`src/design/ebs_consts.vh`:
```
// Constants for the external bus sizing and termination block
// Behaviour
// - Two active-low byte write enables on writes
// - Enables decoded from strobe, offset bit, size
// - Transfer complete on last clock, normal end
// - No completion strobe on normal error or retry
// - Read acknowledge latches data and ends cycle
// - Ack pair: wait, byte, word, reserved word
// - Early external ack ends programmed-delay cycle
// - Fast termination ends access in two clocks
// - Bus fault ends cycle, with or without ack
// - Fault plus halt means retry termination
// - Internal monitor faults only own-master cycles
// - Autovector ends only interrupt acknowledge cycles
// - Start assuming wide port, adjust after ack
// - Long read: two wide or four narrow cycles
// - Size code shows bytes remaining in operand
// - Address holds word base plus byte offset
// - Wide read lanes: msb high, odd byte low
// - Long from narrow port starts size 00, even
// - Unrequested read lanes ignored; three-byte cycle
// - Size code 01 byte 10 word 11 three 00 long
// - Partial transfer lowers count, advances, repeats
`ifndef EBS_CONSTS_VH
`define EBS_CONSTS_VH
`define EBS_SIZE_BYTE 2'h1
`define EBS_SIZE_WORD 2'h2
`define EBS_SIZE_THREE 2'h3
`define EBS_SIZE_LONG 2'h0
`define EBS_END_NONE 3'h0
`define EBS_END_NORMAL 3'h1
`define EBS_END_FAULT 3'h2
`define EBS_END_RETRY 3'h3
`define EBS_END_LATE_FAULT 3'h4
`define EBS_END_LATE_RETRY 3'h5
`define EBS_END_AUTOVEC 3'h6
`define EBS_FAST_CYCLES 4'h2
`define EBS_MON_CYCLES 8'h40
`endif

```
`src/design/ebs_sync2.v`:
```
// Two-stage synchroniser for pin inputs
`default_nettype none
module ebs_sync2 #(
    parameter W = 1
) (
    input wire clk_i,
    input wire nrst_i,
    input wire [W-1:0] d_i,
    output wire [W-1:0] q_o
);
    reg [W-1:0] s1_reg;
    reg [W-1:0] s2_reg;
    always @(posedge clk_i or negedge nrst_i) begin
        if (!nrst_i) begin
            s1_reg <= {W{1'b0}};
            s2_reg <= {W{1'b0}};
        end else begin
            s1_reg <= d_i;
            s2_reg <= s1_reg;
        end
    end
    assign q_o = s2_reg;
endmodule // ebs_sync2
`default_nettype wire

```
`src/design/ebs_term_decode.v`:
```
// Decodes cycle-termination inputs into one termination code
`include "ebs_consts.vh"
`default_nettype none
module ebs_term_decode (
    // Synchronised pins plus internal ack and cycle type, active high
    input wire wide_ack_i,
    input wire narrow_ack_i,
    input wire fault_i,
    input wire halt_i,
    input wire late_i,
    input wire autovec_i,
    input wire iack_cycle_i,
    input wire internal_ack_i,
    // Result
    output reg [2:0] code_o,
    output reg port_wide_o
);
    always @* begin
        port_wide_o = wide_ack_i;
        code_o = `EBS_END_NONE;
        if (fault_i && halt_i) begin
            code_o = late_i ? `EBS_END_LATE_RETRY : `EBS_END_RETRY;
        end else if (fault_i) begin
            code_o = late_i ? `EBS_END_LATE_FAULT : `EBS_END_FAULT;
        end else if (autovec_i && iack_cycle_i) begin
            code_o = `EBS_END_AUTOVEC;
        end else if (wide_ack_i || narrow_ack_i || internal_ack_i) begin
            code_o = `EBS_END_NORMAL;
        end
    end
endmodule // ebs_term_decode
`default_nettype wire

```
`src/design/ebs_bus_master.v`:
```
// Bus master: dynamic sizing, byte enables, termination handling
`include "ebs_consts.vh"
`default_nettype none
module ebs_bus_master #(
    parameter MON_CYCLES = `EBS_MON_CYCLES
) (
    // Clock and reset
    input wire clk_i,
    input wire nrst_i,
    // Operand request from the core
    input wire req_i,
    input wire req_write_i,
    input wire [1:0] req_size_i,
    input wire [31:0] req_addr_i,
    input wire [31:0] req_wdata_i,
    input wire req_iack_i,
    input wire req_legacy_i,
    input wire req_ext_master_i,
    // Chip-select configuration
    input wire cfg_internal_ack_i,
    input wire [3:0] cfg_ack_delay_i,
    input wire cfg_fast_term_i,
    // Operand completion
    output reg done_o,
    output reg fault_o,
    output reg retry_o,
    output reg autovec_o,
    output reg [31:0] rdata_o,
    output reg busy_o,
    // Bus pins, termination inputs asynchronous, active low except late_term_i (active high)
    input wire wide_port_ack_n_i,
    input wire narrow_port_ack_n_i,
    input wire bus_fault_input_n_i,
    input wire halt_n_i,
    input wire auto_vector_input_n_i,
    input wire late_term_i,
    input wire [15:0] data_i,
    output reg [31:0] addr_o,
    output reg size_code_high_o,
    output reg size_code_low_o,
    output reg read_write_o,
    output reg native_data_strobe_n_o,
    output reg legacy_upper_byte_strobe_n_o,
    output reg legacy_lower_byte_strobe_n_o,
    output reg upper_byte_write_strobe_n_o,
    output reg lower_byte_write_strobe_n_o,
    output reg transfer_complete_strobe_n_o,
    output reg [15:0] data_o,
    output reg data_oe_o
);
    localparam ST_IDLE = 2'h0;
    localparam ST_ADDR = 2'h1;
    localparam ST_DATA = 2'h2;
    localparam ST_NEXT = 2'h3;

    // Bytes left for a size code; long word encodes as four
    function [2:0] bytes_of;
        input [1:0] code;
        begin
            bytes_of = (code == `EBS_SIZE_LONG) ? 3'h4 : {1'b0, code};
        end
    endfunction

    // Byte of the operand at position idx (0 = most significant)
    function [7:0] op_byte;
        input [31:0] op;
        input [2:0] total;
        input [2:0] idx;
        reg [2:0] sh;
        begin
            sh = total - idx - 3'h1;
            op_byte = op[{sh[1:0], 3'h0} +: 8];
        end
    endfunction

    // Low lanes carry data: odd byte, or more than one byte left
    function lower_lane;
        input a0;
        input [2:0] left_cnt;
        begin
            lower_lane = a0 || left_cnt != 3'h1;
        end
    endfunction

    wire [4:0] pins_n;
    wire [4:0] pins_s;
    assign pins_n = {wide_port_ack_n_i, narrow_port_ack_n_i,
        bus_fault_input_n_i, halt_n_i, auto_vector_input_n_i};
    // Pins are inverted here so the decoder sees active-high levels
    ebs_sync2 #(.W(5)) u_sync (
        .clk_i(clk_i),
        .nrst_i(nrst_i),
        .d_i(~pins_n),
        .q_o(pins_s)
    );
    // Late flag takes the same two stages so it lines up with the acks
    wire late_s;
    ebs_sync2 #(.W(1)) u_sync_late (
        .clk_i(clk_i),
        .nrst_i(nrst_i),
        .d_i(late_term_i),
        .q_o(late_s)
    );

    reg [1:0] state_reg;
    reg [1:0] size_reg;
    reg [2:0] total_reg;
    reg [31:0] op_reg;
    reg write_reg;
    reg iack_reg;
    reg legacy_reg;
    reg extm_reg;
    reg [3:0] wait_reg;
    reg [7:0] mon_reg;

    wire int_ack;
    wire mon_fault;
    wire [2:0] code;
    wire wide;
    // Programmed delay or fast termination; external ack may beat it
    assign int_ack = (cfg_fast_term_i && wait_reg >= `EBS_FAST_CYCLES - 4'h1)
        || (cfg_internal_ack_i && wait_reg >= cfg_ack_delay_i);
    // Monitor only covers cycles this device masters
    assign mon_fault = !extm_reg && mon_reg == MON_CYCLES;

    ebs_term_decode u_dec (
        .wide_ack_i(pins_s[4]),
        .narrow_ack_i(pins_s[3]),
        .fault_i(pins_s[2] | mon_fault),
        .halt_i(pins_s[1]),
        .late_i(late_s),
        .autovec_i(pins_s[0]),
        .iack_cycle_i(iack_reg),
        .internal_ack_i(int_ack),
        .code_o(code),
        .port_wide_o(wide)
    );

    wire [2:0] left = bytes_of(size_reg);
    wire [2:0] idx = total_reg - left;
    // Narrow port moves one byte; wide port moves up to a word
    wire [2:0] moved = (!wide || addr_o[0] || left == 3'h1 ||
        int_ack && !pins_s[4] && !pins_s[3] && left == 3'h3)
        ? 3'h1 : 3'h2;
    wire [2:0] left_next = left - moved;
    wire ends = code != `EBS_END_NONE;

    always @(posedge clk_i or negedge nrst_i) begin
        if (!nrst_i) begin
            state_reg <= ST_IDLE;
            size_reg <= `EBS_SIZE_LONG;
            total_reg <= 3'h0;
            op_reg <= 32'h0;
            write_reg <= 1'b0;
            iack_reg <= 1'b0;
            legacy_reg <= 1'b0;
            extm_reg <= 1'b0;
            wait_reg <= 4'h0;
            mon_reg <= 8'h0;
            done_o <= 1'b0;
            fault_o <= 1'b0;
            retry_o <= 1'b0;
            autovec_o <= 1'b0;
            rdata_o <= 32'h0;
            busy_o <= 1'b0;
            addr_o <= 32'h0;
            size_code_high_o <= 1'b0;
            size_code_low_o <= 1'b0;
            read_write_o <= 1'b1;
            native_data_strobe_n_o <= 1'b1;
            legacy_upper_byte_strobe_n_o <= 1'b1;
            legacy_lower_byte_strobe_n_o <= 1'b1;
            upper_byte_write_strobe_n_o <= 1'b1;
            lower_byte_write_strobe_n_o <= 1'b1;
            transfer_complete_strobe_n_o <= 1'b1;
            data_o <= 16'h0;
            data_oe_o <= 1'b0;
        end else begin
            done_o <= 1'b0;
            fault_o <= 1'b0;
            retry_o <= 1'b0;
            autovec_o <= 1'b0;
            transfer_complete_strobe_n_o <= 1'b1;
            case (state_reg)
                ST_IDLE: begin
                    // Operand captured whole; request may drop once busy
                    if (req_i) begin
                        state_reg <= ST_ADDR;
                        busy_o <= 1'b1;
                        size_reg <= req_size_i;
                        total_reg <= bytes_of(req_size_i);
                        op_reg <= req_wdata_i;
                        write_reg <= req_write_i;
                        iack_reg <= req_iack_i;
                        legacy_reg <= req_legacy_i;
                        extm_reg <= req_ext_master_i;
                        rdata_o <= 32'h0;
                        addr_o <= req_addr_i;
                        size_code_high_o <= req_size_i[1];
                        size_code_low_o <= req_size_i[0];
                    end
                end
                ST_ADDR: begin
                    state_reg <= ST_DATA;
                    wait_reg <= 4'h0;
                    mon_reg <= 8'h0;
                    read_write_o <= !write_reg;
                    if (write_reg) begin
                        // Both lanes driven; narrow port takes 15-8
                        data_oe_o <= 1'b1;
                        data_o <= addr_o[0] ?
                            {2{op_byte(op_reg, total_reg, idx)}} :
                            {op_byte(op_reg, total_reg, idx),
                             (left == 3'h1) ? op_byte(op_reg, total_reg, idx)
                             : op_byte(op_reg, total_reg, idx + 3'h1)};
                    end
                    // Enables switch on the edge of the strobes they follow
                    if (legacy_reg) begin
                        legacy_upper_byte_strobe_n_o <= addr_o[0];
                        legacy_lower_byte_strobe_n_o <=
                            !lower_lane(addr_o[0], left);
                        upper_byte_write_strobe_n_o <= !write_reg ||
                            addr_o[0];
                        lower_byte_write_strobe_n_o <= !write_reg ||
                            !lower_lane(addr_o[0], left);
                    end else begin
                        native_data_strobe_n_o <= 1'b0;
                        upper_byte_write_strobe_n_o <= !write_reg ||
                            addr_o[0];
                        lower_byte_write_strobe_n_o <= !write_reg ||
                            (!addr_o[0] && size_code_low_o);
                    end
                end
                ST_DATA: begin
                    // Counters saturate so a hung slave cannot wrap them
                    if (wait_reg != 4'hF) begin
                        wait_reg <= wait_reg + 4'h1;
                    end
                    if (mon_reg != MON_CYCLES) begin
                        mon_reg <= mon_reg + 8'h1;
                    end
                    if (ends) begin
                        state_reg <= ST_NEXT;
                        native_data_strobe_n_o <= 1'b1;
                        legacy_upper_byte_strobe_n_o <= 1'b1;
                        legacy_lower_byte_strobe_n_o <= 1'b1;
                        upper_byte_write_strobe_n_o <= 1'b1;
                        lower_byte_write_strobe_n_o <= 1'b1;
                        data_oe_o <= 1'b0;
                        // Completion strobe skipped on normal fault/retry
                        transfer_complete_strobe_n_o <=
                            code == `EBS_END_FAULT ||
                            code == `EBS_END_RETRY;
                        if (code == `EBS_END_FAULT ||
                            code == `EBS_END_LATE_FAULT) begin
                            fault_o <= 1'b1;
                            busy_o <= 1'b0;
                            state_reg <= ST_IDLE;
                        end else if (code == `EBS_END_RETRY ||
                            code == `EBS_END_LATE_RETRY) begin
                            retry_o <= 1'b1;
                            busy_o <= 1'b0;
                            state_reg <= ST_IDLE;
                        end else if (code == `EBS_END_AUTOVEC) begin
                            autovec_o <= 1'b1;
                            done_o <= 1'b1;
                            busy_o <= 1'b0;
                            state_reg <= ST_IDLE;
                        end else begin
                            if (!write_reg) begin
                                // Take only the requested lanes
                                if (moved == 3'h2) begin
                                    rdata_o <= {rdata_o[15:0], data_i};
                                end else if (wide && addr_o[0]) begin
                                    rdata_o <= {rdata_o[23:0], data_i[7:0]};
                                end else begin
                                    rdata_o <= {rdata_o[23:0],
                                        data_i[15:8]};
                                end
                            end
                            if (left_next == 3'h0) begin
                                done_o <= 1'b1;
                                busy_o <= 1'b0;
                                state_reg <= ST_IDLE;
                            end else begin
                                size_reg <= left_next[1:0];
                                size_code_high_o <= left_next[1];
                                size_code_low_o <= left_next[0];
                                addr_o <= addr_o + {29'h0, moved};
                            end
                        end
                    end
                end
                ST_NEXT: begin
                    // Gap clock lets the last ack drain from the synchroniser
                    state_reg <= busy_o ? ST_ADDR : ST_IDLE;
                end
                default: begin
                    state_reg <= ST_IDLE;
                end
            endcase
        end
    end
endmodule // ebs_bus_master
`default_nettype wire

```
`config.mk`:
```
export PLATFORM = sky130hd
export DESIGN_NAME = ebs_bus_master
export DESIGN_NICKNAME = d
export VERILOG_FILES = /design/src/design/ebs_sync2.v /design/src/design/ebs_term_decode.v /design/src/design/ebs_bus_master.v
export VERILOG_INCLUDE_DIRS = /design/src /design/src/design
export SDC_FILE = /design/constraint.sdc
export NUM_CORES = 1
export LEC_CHECK = 0
export ABC_AREA = 1
export BUFFER_PORTS_ARGS = -buffer_cell sky130_fd_sc_hd__buf_2
export CAP_MARGIN = 40
export CORE_ASPECT_RATIO = 0.6
export CORE_MARGIN = 2
export CORE_UTILIZATION = 50
export CTS_CLUSTER_SIZE = 30
export DETAILED_ROUTE_END_ITERATION = 7
export PLACE_DENSITY = 0.85
export SYNTH_ARGS = -nofsm -noshare
export SYNTH_HDL_FRONTEND = slang
export SYNTH_SLANG_ARGS = --single-unit
```
`constraint.sdc`:
```
create_clock -name clk_i -period 2.5 [get_ports clk_i]
set_input_delay 0.625 -clock clk_i [delete_from_list [all_inputs] [get_ports clk_i]]
set_output_delay 0.625 -clock clk_i [all_outputs]
set_load 0.01 [all_outputs]
```
==> results of run 1 <==
cells in the final DEF, fill, tap and decap left out, types with 2 or more instances in the layout:
cell type / synthesis / routed
xor2_1: 9 / 9
inv_8: 0 / 4
clkbuf_16: 0 / 17
inv_1: 75 / 75
dfrtp_1: 151 / 150
bufinv_16: 0 / 2
clkinvlp_4: 0 / 4
ha_1: 14 / 14
dfstp_2: 7 / 7
buf_2: 11 / 194
inv_2: 8 / 8
or2_2: 5 / 5
nor2_4: 1 / 2
o211ai_1: 22 / 22
inv_6: 0 / 4
o21ai_1: 21 / 21
a21boi_0: 5 / 5
xnor2_1: 10 / 10
mux2i_1: 5 / 5
nand2_1: 432 / 431
nand3_1: 87 / 86
mux2_2: 15 / 15
nor3_1: 4 / 4
a21oi_1: 52 / 52
nor2_2: 1 / 4
nand2_2: 5 / 6
nand3b_1: 7 / 7
buf_4: 1 / 16
buf_12: 0 / 6
nor2_1: 114 / 110
o21ai_0: 56 / 56
nand4_1: 8 / 8
o22ai_1: 4 / 4
cells by family (layout without fill, tap and decap cells):
| logic type | Yosys count | in the layout |
|---|---|---|
| mux | 20 | 20 |
| buf+inv | 136 | 333 |
| simple gates | 666 | 666 |
| fa+ha+maj | 14 | 14 |
| xor+xnor | 20 | 20 |
| compound gates | 163 | 163 |
| flops | 158 | 158 |
report_power, final:
group	internal (mW)	switching [mW]	total [mW]
clock	1.51	1.16	2.67
combinational	2.43	4.56	7.00
sequential	3.51	0.900	4.41
metal layers:
layer	global-route usage, %	up-vias
li1	-	4145
met4	6.54	0
met3	7.05	24
met1	43.7	4018
met5	0	-
met2	40.2	413
worst max path at each step:
stage	end	from	slack [ns]	cells after the start
after CTS	data_o[3]	total_reg[0]	0.06	9
after global routing	data_o[3]	total_reg[0]	-0.02	9
after detailed placement	rdata_o[25]	cfg_ack_delay_i[3]	0.08	14
after global placement	rdata_o[11]	cfg_ack_delay_i[3]	0.16	12
after floorplan	addr_o[7]	size_reg[0]	0.12	16
final	data_o[3]	total_reg[0]	0.15	9
critical path, delay by kind of cell (launching register included):
kind	cells	cell delay (ns)
xor+xnor	1	0.20
compound gates	2	0.41
fa+ha+maj	1	0.37
buf+inv	3	0.56
simple gates	2	0.27
flops	1	0.42
stage by stage:
| step | setup TNS (ns) | utilization, % | area [sq um] |
|---|---|---|---|
| 6_report | 0 | 62.2 | 10600 |
| 3_5_place_dp | 0 | 58.6 | 10000 |
| 4_1_cts | 0 | 62.1 | 10600 |
| 2_1_floorplan | 0 | - | 8700 |
| 3_3_place_gp | 0 | 58.6 | 10000 |
| 5_1_grt | -0.0456 | 62.2 | 10600 |
cell type report:
class	count	area, sq um
sequential	158	3960
clock inverter	15	176
multi-input combinational	883	4220
inverter	84	319
fill	1493	6460
tap	234	293
clock buffer	17	425
timing repair buffer	217	1220
==> results_dict.tcl, run 1 <==
set metrics [dict create \
    hold_viol 0 \
    synth_top_area_share_pct 43.4 \
    drtIter0Drc 836 \
    rr_worst_depth 9 \
    layout.nets 1476 \
    ant_nets 0 \
    track_usage_pct 28.5 \
    cp-end-kind "flop" \
    r2r_setup_slack_ns 0.15 \
    num_io_pins 196 \
    hpwlAfterDp_um 18600 \
    antenna_found_initial 0 \
    cts_resized 0 \
    hold_slack_ns 0.109 \
    period_share_pct 94.0 \
    synth-edff-count 0 \
    vias 8600 \
    rr_endpoint "data_o[3]" \
    syn_area_sq_um 8700 \
    synthSimpleGateAreaFrac_pct 31.2 \
    layout-drive-gt1-share_pct 22.0 \
    synth_fa_ha_area_share_pct 2.01 \
    clockBufferDepth 2 \
    synth-compound-area-share_pct 10.3 \
    critPathLaunchType "flop" \
    cts_setup_buffers 0 \
    ys.flop_type "dfrtp_1" \
    drc 0 \
    cts_buffers 17 \
    wire_per_inst_um 16.1 \
    cp_common_cell "o211ai_1" \
    ys_seq_area_share_pct 45.5 \
    clk_latency_ns 0.42 \
    yosys.area.top_type "dfrtp_1" \
    synth-xor-area-share_pct 2.10 \
    setup_violations 0 \
    final_cells 1608 \
    clk_pin_slew_worst_paths_ns 0.07 \
    crit_type "reg -> reg" \
    dr.max_layer_used "met4" \
    powerDensity_nw_per_um2 1330 \
    p_total_mw 14.1 \
    worst_slack_ns 0.150 \
    finClkSkew_ns 0.0149 \
    critical-path-slowest-cell "dfrtp_2" \
    synth.most_common_cell "nand2_1" \
    yosys-top-cells-count "nand2_1, dfrtp_1, nor2_1" \
    grt-ovfl-total 0 \
    dp_worst_setup_slack_ns 0.0813 \
    maxSlewHeadroom_pct 63.7 \
    rsz0062_at_grt "yes" \
    cap_violations 0 \
    synth_cells 1177 \
    p_leak_nw 5.54 \
    cts_hold_buf 0 \
    drv_slew 0 \
    slowest_delay_ns 0.42 \
    synth_cell_types 37 \
    met3_length_um 2580 \
    htreeDepth 4 \
    syn_area_per_cell_sq_um 7.39 \
    cp_max_fo 55 \
    cts_tree "done" \
    coreArea_sq_um 17100 \
    gp_congestion 0.970 \
    worst_ep_arrival_time_ns 2.65 \
    hold_path.class "in -> async" \
    synth-async-reset-ratio_pct 100 \
    reg2reg_from "total_reg[0]" \
    synthToLayoutAreaGrowth_pct 22.1 \
    synthMuxAreaShare_pct 2.52 \
    cp_cell_sequence "inv_1, ha_1, xnor2_4, buf_12, clkinvlp_4, o211ai_1, nand3_1, o211ai_1, nand2_1" \
    first_global_vias 7765 \
    grt_pass1_wl_um 41200 \
    drt-met1-wl_um 12000 \
    vdd_ir_drop_max_uv 667 \
    synth_area_leaders "dfrtp_1, nand2_1, nand3_1, nor2_1, inv_1" \
    ctsRootBufferMaster "clkbuf_16" \
    tightest_slew_ns 0.544 \
    yosys_warnings 0 \
    placedCellCount 1576 \
    wl_met2_um 10800 \
    fp-row-count 37 \
    synth_seq_cells 158 \
    die_h_um 106 \
    status "complete, no violations" \
    fp.dieW_um 174 \
    die_area_sq_um 18500 \
    fmax_mhz 425 \
    grt_max_degree 69 \
    cp_data_required_time_ns 2.80 \
    n_antenna_cell 0 \
    initial_core_util_pct 50.9 \
    synth_nets 1292 \
    port_buffers 195 \
    via_per_inst 5.35 \
    dr.pass1.iters 5 \
    synth_top_family_by_area "simple AND/OR/NAND/NOR gates" \
    totalWireLength_um 25800 \
    clock_sinks 158 \
    min_period_ns 2.35 \
]
Power figures use the tool's default switching activity.
==> inputs of run 2 (changes only) <==
--- a/config.mk
+++ b/config.mk
@@ -10,9 +10,9 @@
 export BUFFER_PORTS_ARGS = -buffer_cell sky130_fd_sc_hd__buf_2
 export CAP_MARGIN = 40
 export CORE_ASPECT_RATIO = 0.6
-export CORE_MARGIN = 2
+export CORE_MARGIN = 8
 export CORE_UTILIZATION = 50
-export CTS_CLUSTER_SIZE = 30
+export CTS_CLUSTER_SIZE = 14
 export DETAILED_ROUTE_END_ITERATION = 7
 export PLACE_DENSITY = 0.85
 export SYNTH_ARGS = -nofsm -noshare
==> constraint.sdc (replaced) <==
create_clock -name clk_i -period 2.5 [get_ports clk_i]
set_input_delay 0.125 -clock clk_i [delete_from_list [all_inputs] [get_ports clk_i]]
set_output_delay 0.125 -clock clk_i [all_outputs]
set_load 0.01 [all_outputs]
==> run 2 against run 1 <==
Via count is 2.2% higher; combinational power is 1% higher; wire length is 6.9% higher; clock power hardly changed; flip-flop and latch count stayed put; register-to-register slack better by 0.05 ns; critical endpoint is now data_o[0]; largest cell class unchanged.
==> results_dict.tcl, run 2 (synthesis results as in run 1) <==
set metrics [dict create \
    status "complete, no violations" \
    hold_viol 0 \
    htreeDepth 4 \
    cap_violations 0 \
    final_common_cell "nand2_1" \
    port_buffers 195 \
    die_area_sq_um 22000 \
    fmax_mhz 435 \
    final_cells 1658 \
    clk_pin_slew_worst_paths_ns 0.07 \
    final_area_sq_um 11100 \
    place_area_sq_um 10000 \
    ant_nets 0 \
    fp-row-count 37 \
    hold_path.class "in -> reg" \
    final_cell_mix "nand2_1, buf_2, dfrtp_1, nor2_1, nand3_1" \
    antenna_found_initial 2 \
    tns_ns 0 \
    dp_worst_setup_slack_ns 0.261 \
    setup_violations 0 \
    multiInputGateArea_sq_um 4210 \
    crit_type "reg -> reg" \
    grt-ovfl-total 0 \
    drtIter0Drc 1081 \
    rsz0062_at_grt "no" \
    via_per_inst 5.30 \
    ctsRootBufferMaster "clkbuf_16" \
    synthToLayoutAreaGrowth_pct 27.0 \
    clk_latency_ns 0.43 \
    maxSlewHeadroom_pct 61.3 \
    tightest_slew_ns 0.581 \
    period_share_pct 92.0 \
    cts_buffers 17 \
    min_period_ns 2.30 \
    clock_sinks 158 \
    cp_max_fo 10 \
    vdd_ir_drop_max_uv 657 \
    gp_congestion 0.945 \
    first_global_vias 8543 \
    num_io_pins 196 \
    drc 0 \
    worst_ep_arrival_time_ns 2.60 \
    fillers 1448 \
    finClkSkew_ns 0.0186 \
    totalWireLength_um 27600 \
    grt_max_degree 61 \
    layout-drive-gt1-share_pct 21.2 \
    powerDensity_nw_per_um2 1280 \
    cp-end-kind "flop" \
    layout.nets 1524 \
    vias 8788 \
    wire_per_inst_um 16.6 \
    grt_pass1_wl_um 44900 \
    die_h_um 118 \
    cts_tree "done" \
    reg2reg_from "size_reg[0]" \
    track_usage_pct 25.0 \
    critPathLaunchType "flop" \
    cts_setup_buffers 0 \
    crit_start "size_reg[0]" \
    p_leak_nw 5.73 \
    min_from "req_addr_i[4]" \
    drv_slew 0 \
    register_area_sq_um 3960 \
    worst_slack_ns 0.199 \
    coreArea_sq_um 17100 \
    fp.dieW_um 186 \
    initial_core_util_pct 50.9 \
    clockBufferDepth 2 \
    hpwlAfterDp_um 19700 \
    dr.pass1.iters 5 \
    cp_data_required_time_ns 2.80 \
    placedCellCount 1580 \
]
run 2: cell count changes in the layout (fill, tap and decap cells not counted), moves of 2 or more:
| cell | previous run | this run |
|---|---|---|
| nor2_1 | 110 | 112 |
| buf_12 | 6 | 4 |
| clkinvlp_4 | 4 | 2 |
| buf_4 | 16 | 22 |
| clkbuf_8 | 0 | 2 |
| diode_2 | 0 | 2 |
| dlygate4sd3_1 | 0 | 44 |
| nor2_2 | 4 | 2 |
run 2: area by class of cell:
cell class / instances / share of cell area (%)
diodes: 2 / 0.0453
clock buffers: 19 / 4.10
clock inverters: 13 / 1.29
inverters: 84 / 2.85
multi-input cells: 883 / 38.1
flip-flops and latches: 158 / 35.9
well taps: 234 / 2.65
repair buffers: 265 / 15.1
run 2: critical path, cell delays in order, from the launching register on:
cell and delay (ns):
dfrtp_1 0.42, buf_4 0.17, ha_1 0.34, xnor2_4 0.22, clkinv_1 0.29, o21ai_0 0.27, o22ai_1 0.13, o21ai_0 0.23
o21ai_0 0.11
run 2: per-layer routing:
metal	global-route usage, %	share of wire [%]
met1	35.0	45
met2	36.3	42
met3	8.16	9.9
met4	7.57	2.2
met5	0	0
run 2: final timing paths:
| kind | to | slack, ns | cells after the start |
|---|---|---|---|
| worst max-delay path | data_o[0] | 0.20 | 8 |
| min in group asynchronous | data_o[10] | 0.25 | 2 |
| max in group asynchronous | u_sync.q_o[3] | 1.48 | 3 |
| worst min-delay path | addr_o[4] | 0.009 | 3 |
| worst min register to register | u_sync.q_o[2] | 0.35 | 0 |
| worst max register to register | data_o[0] | 0.20 | 8 |
run 2: report_power, final:
group	switching (mW)	leakage (nW)	total [mW]	internal [mW]
combinational	4.62	3.48	7.10	2.47
clock	1.18	0.289	2.65	1.47
sequential	0.888	1.96	4.40	3.51
run 2: metrics by stage:
stage	utilization, %	hold slack, ns	power, mW
after detailed placement	58.6	0.151	11.3
final	64.7	0.00928	14.1
after global placement	58.6	0.137	11.0
after CTS	64.7	0.000375	14.0
after floorplan	-	-0.171	8.80
after global routing	64.7	0.000931	15.1
run 2: repair_timing:
item | CTS | global route
hold buffers | 44 | 0
hold endpoints to repair | 95 | 0
endpoints found under the setup margin | 0 | 1
resized for setup | 0 | 1
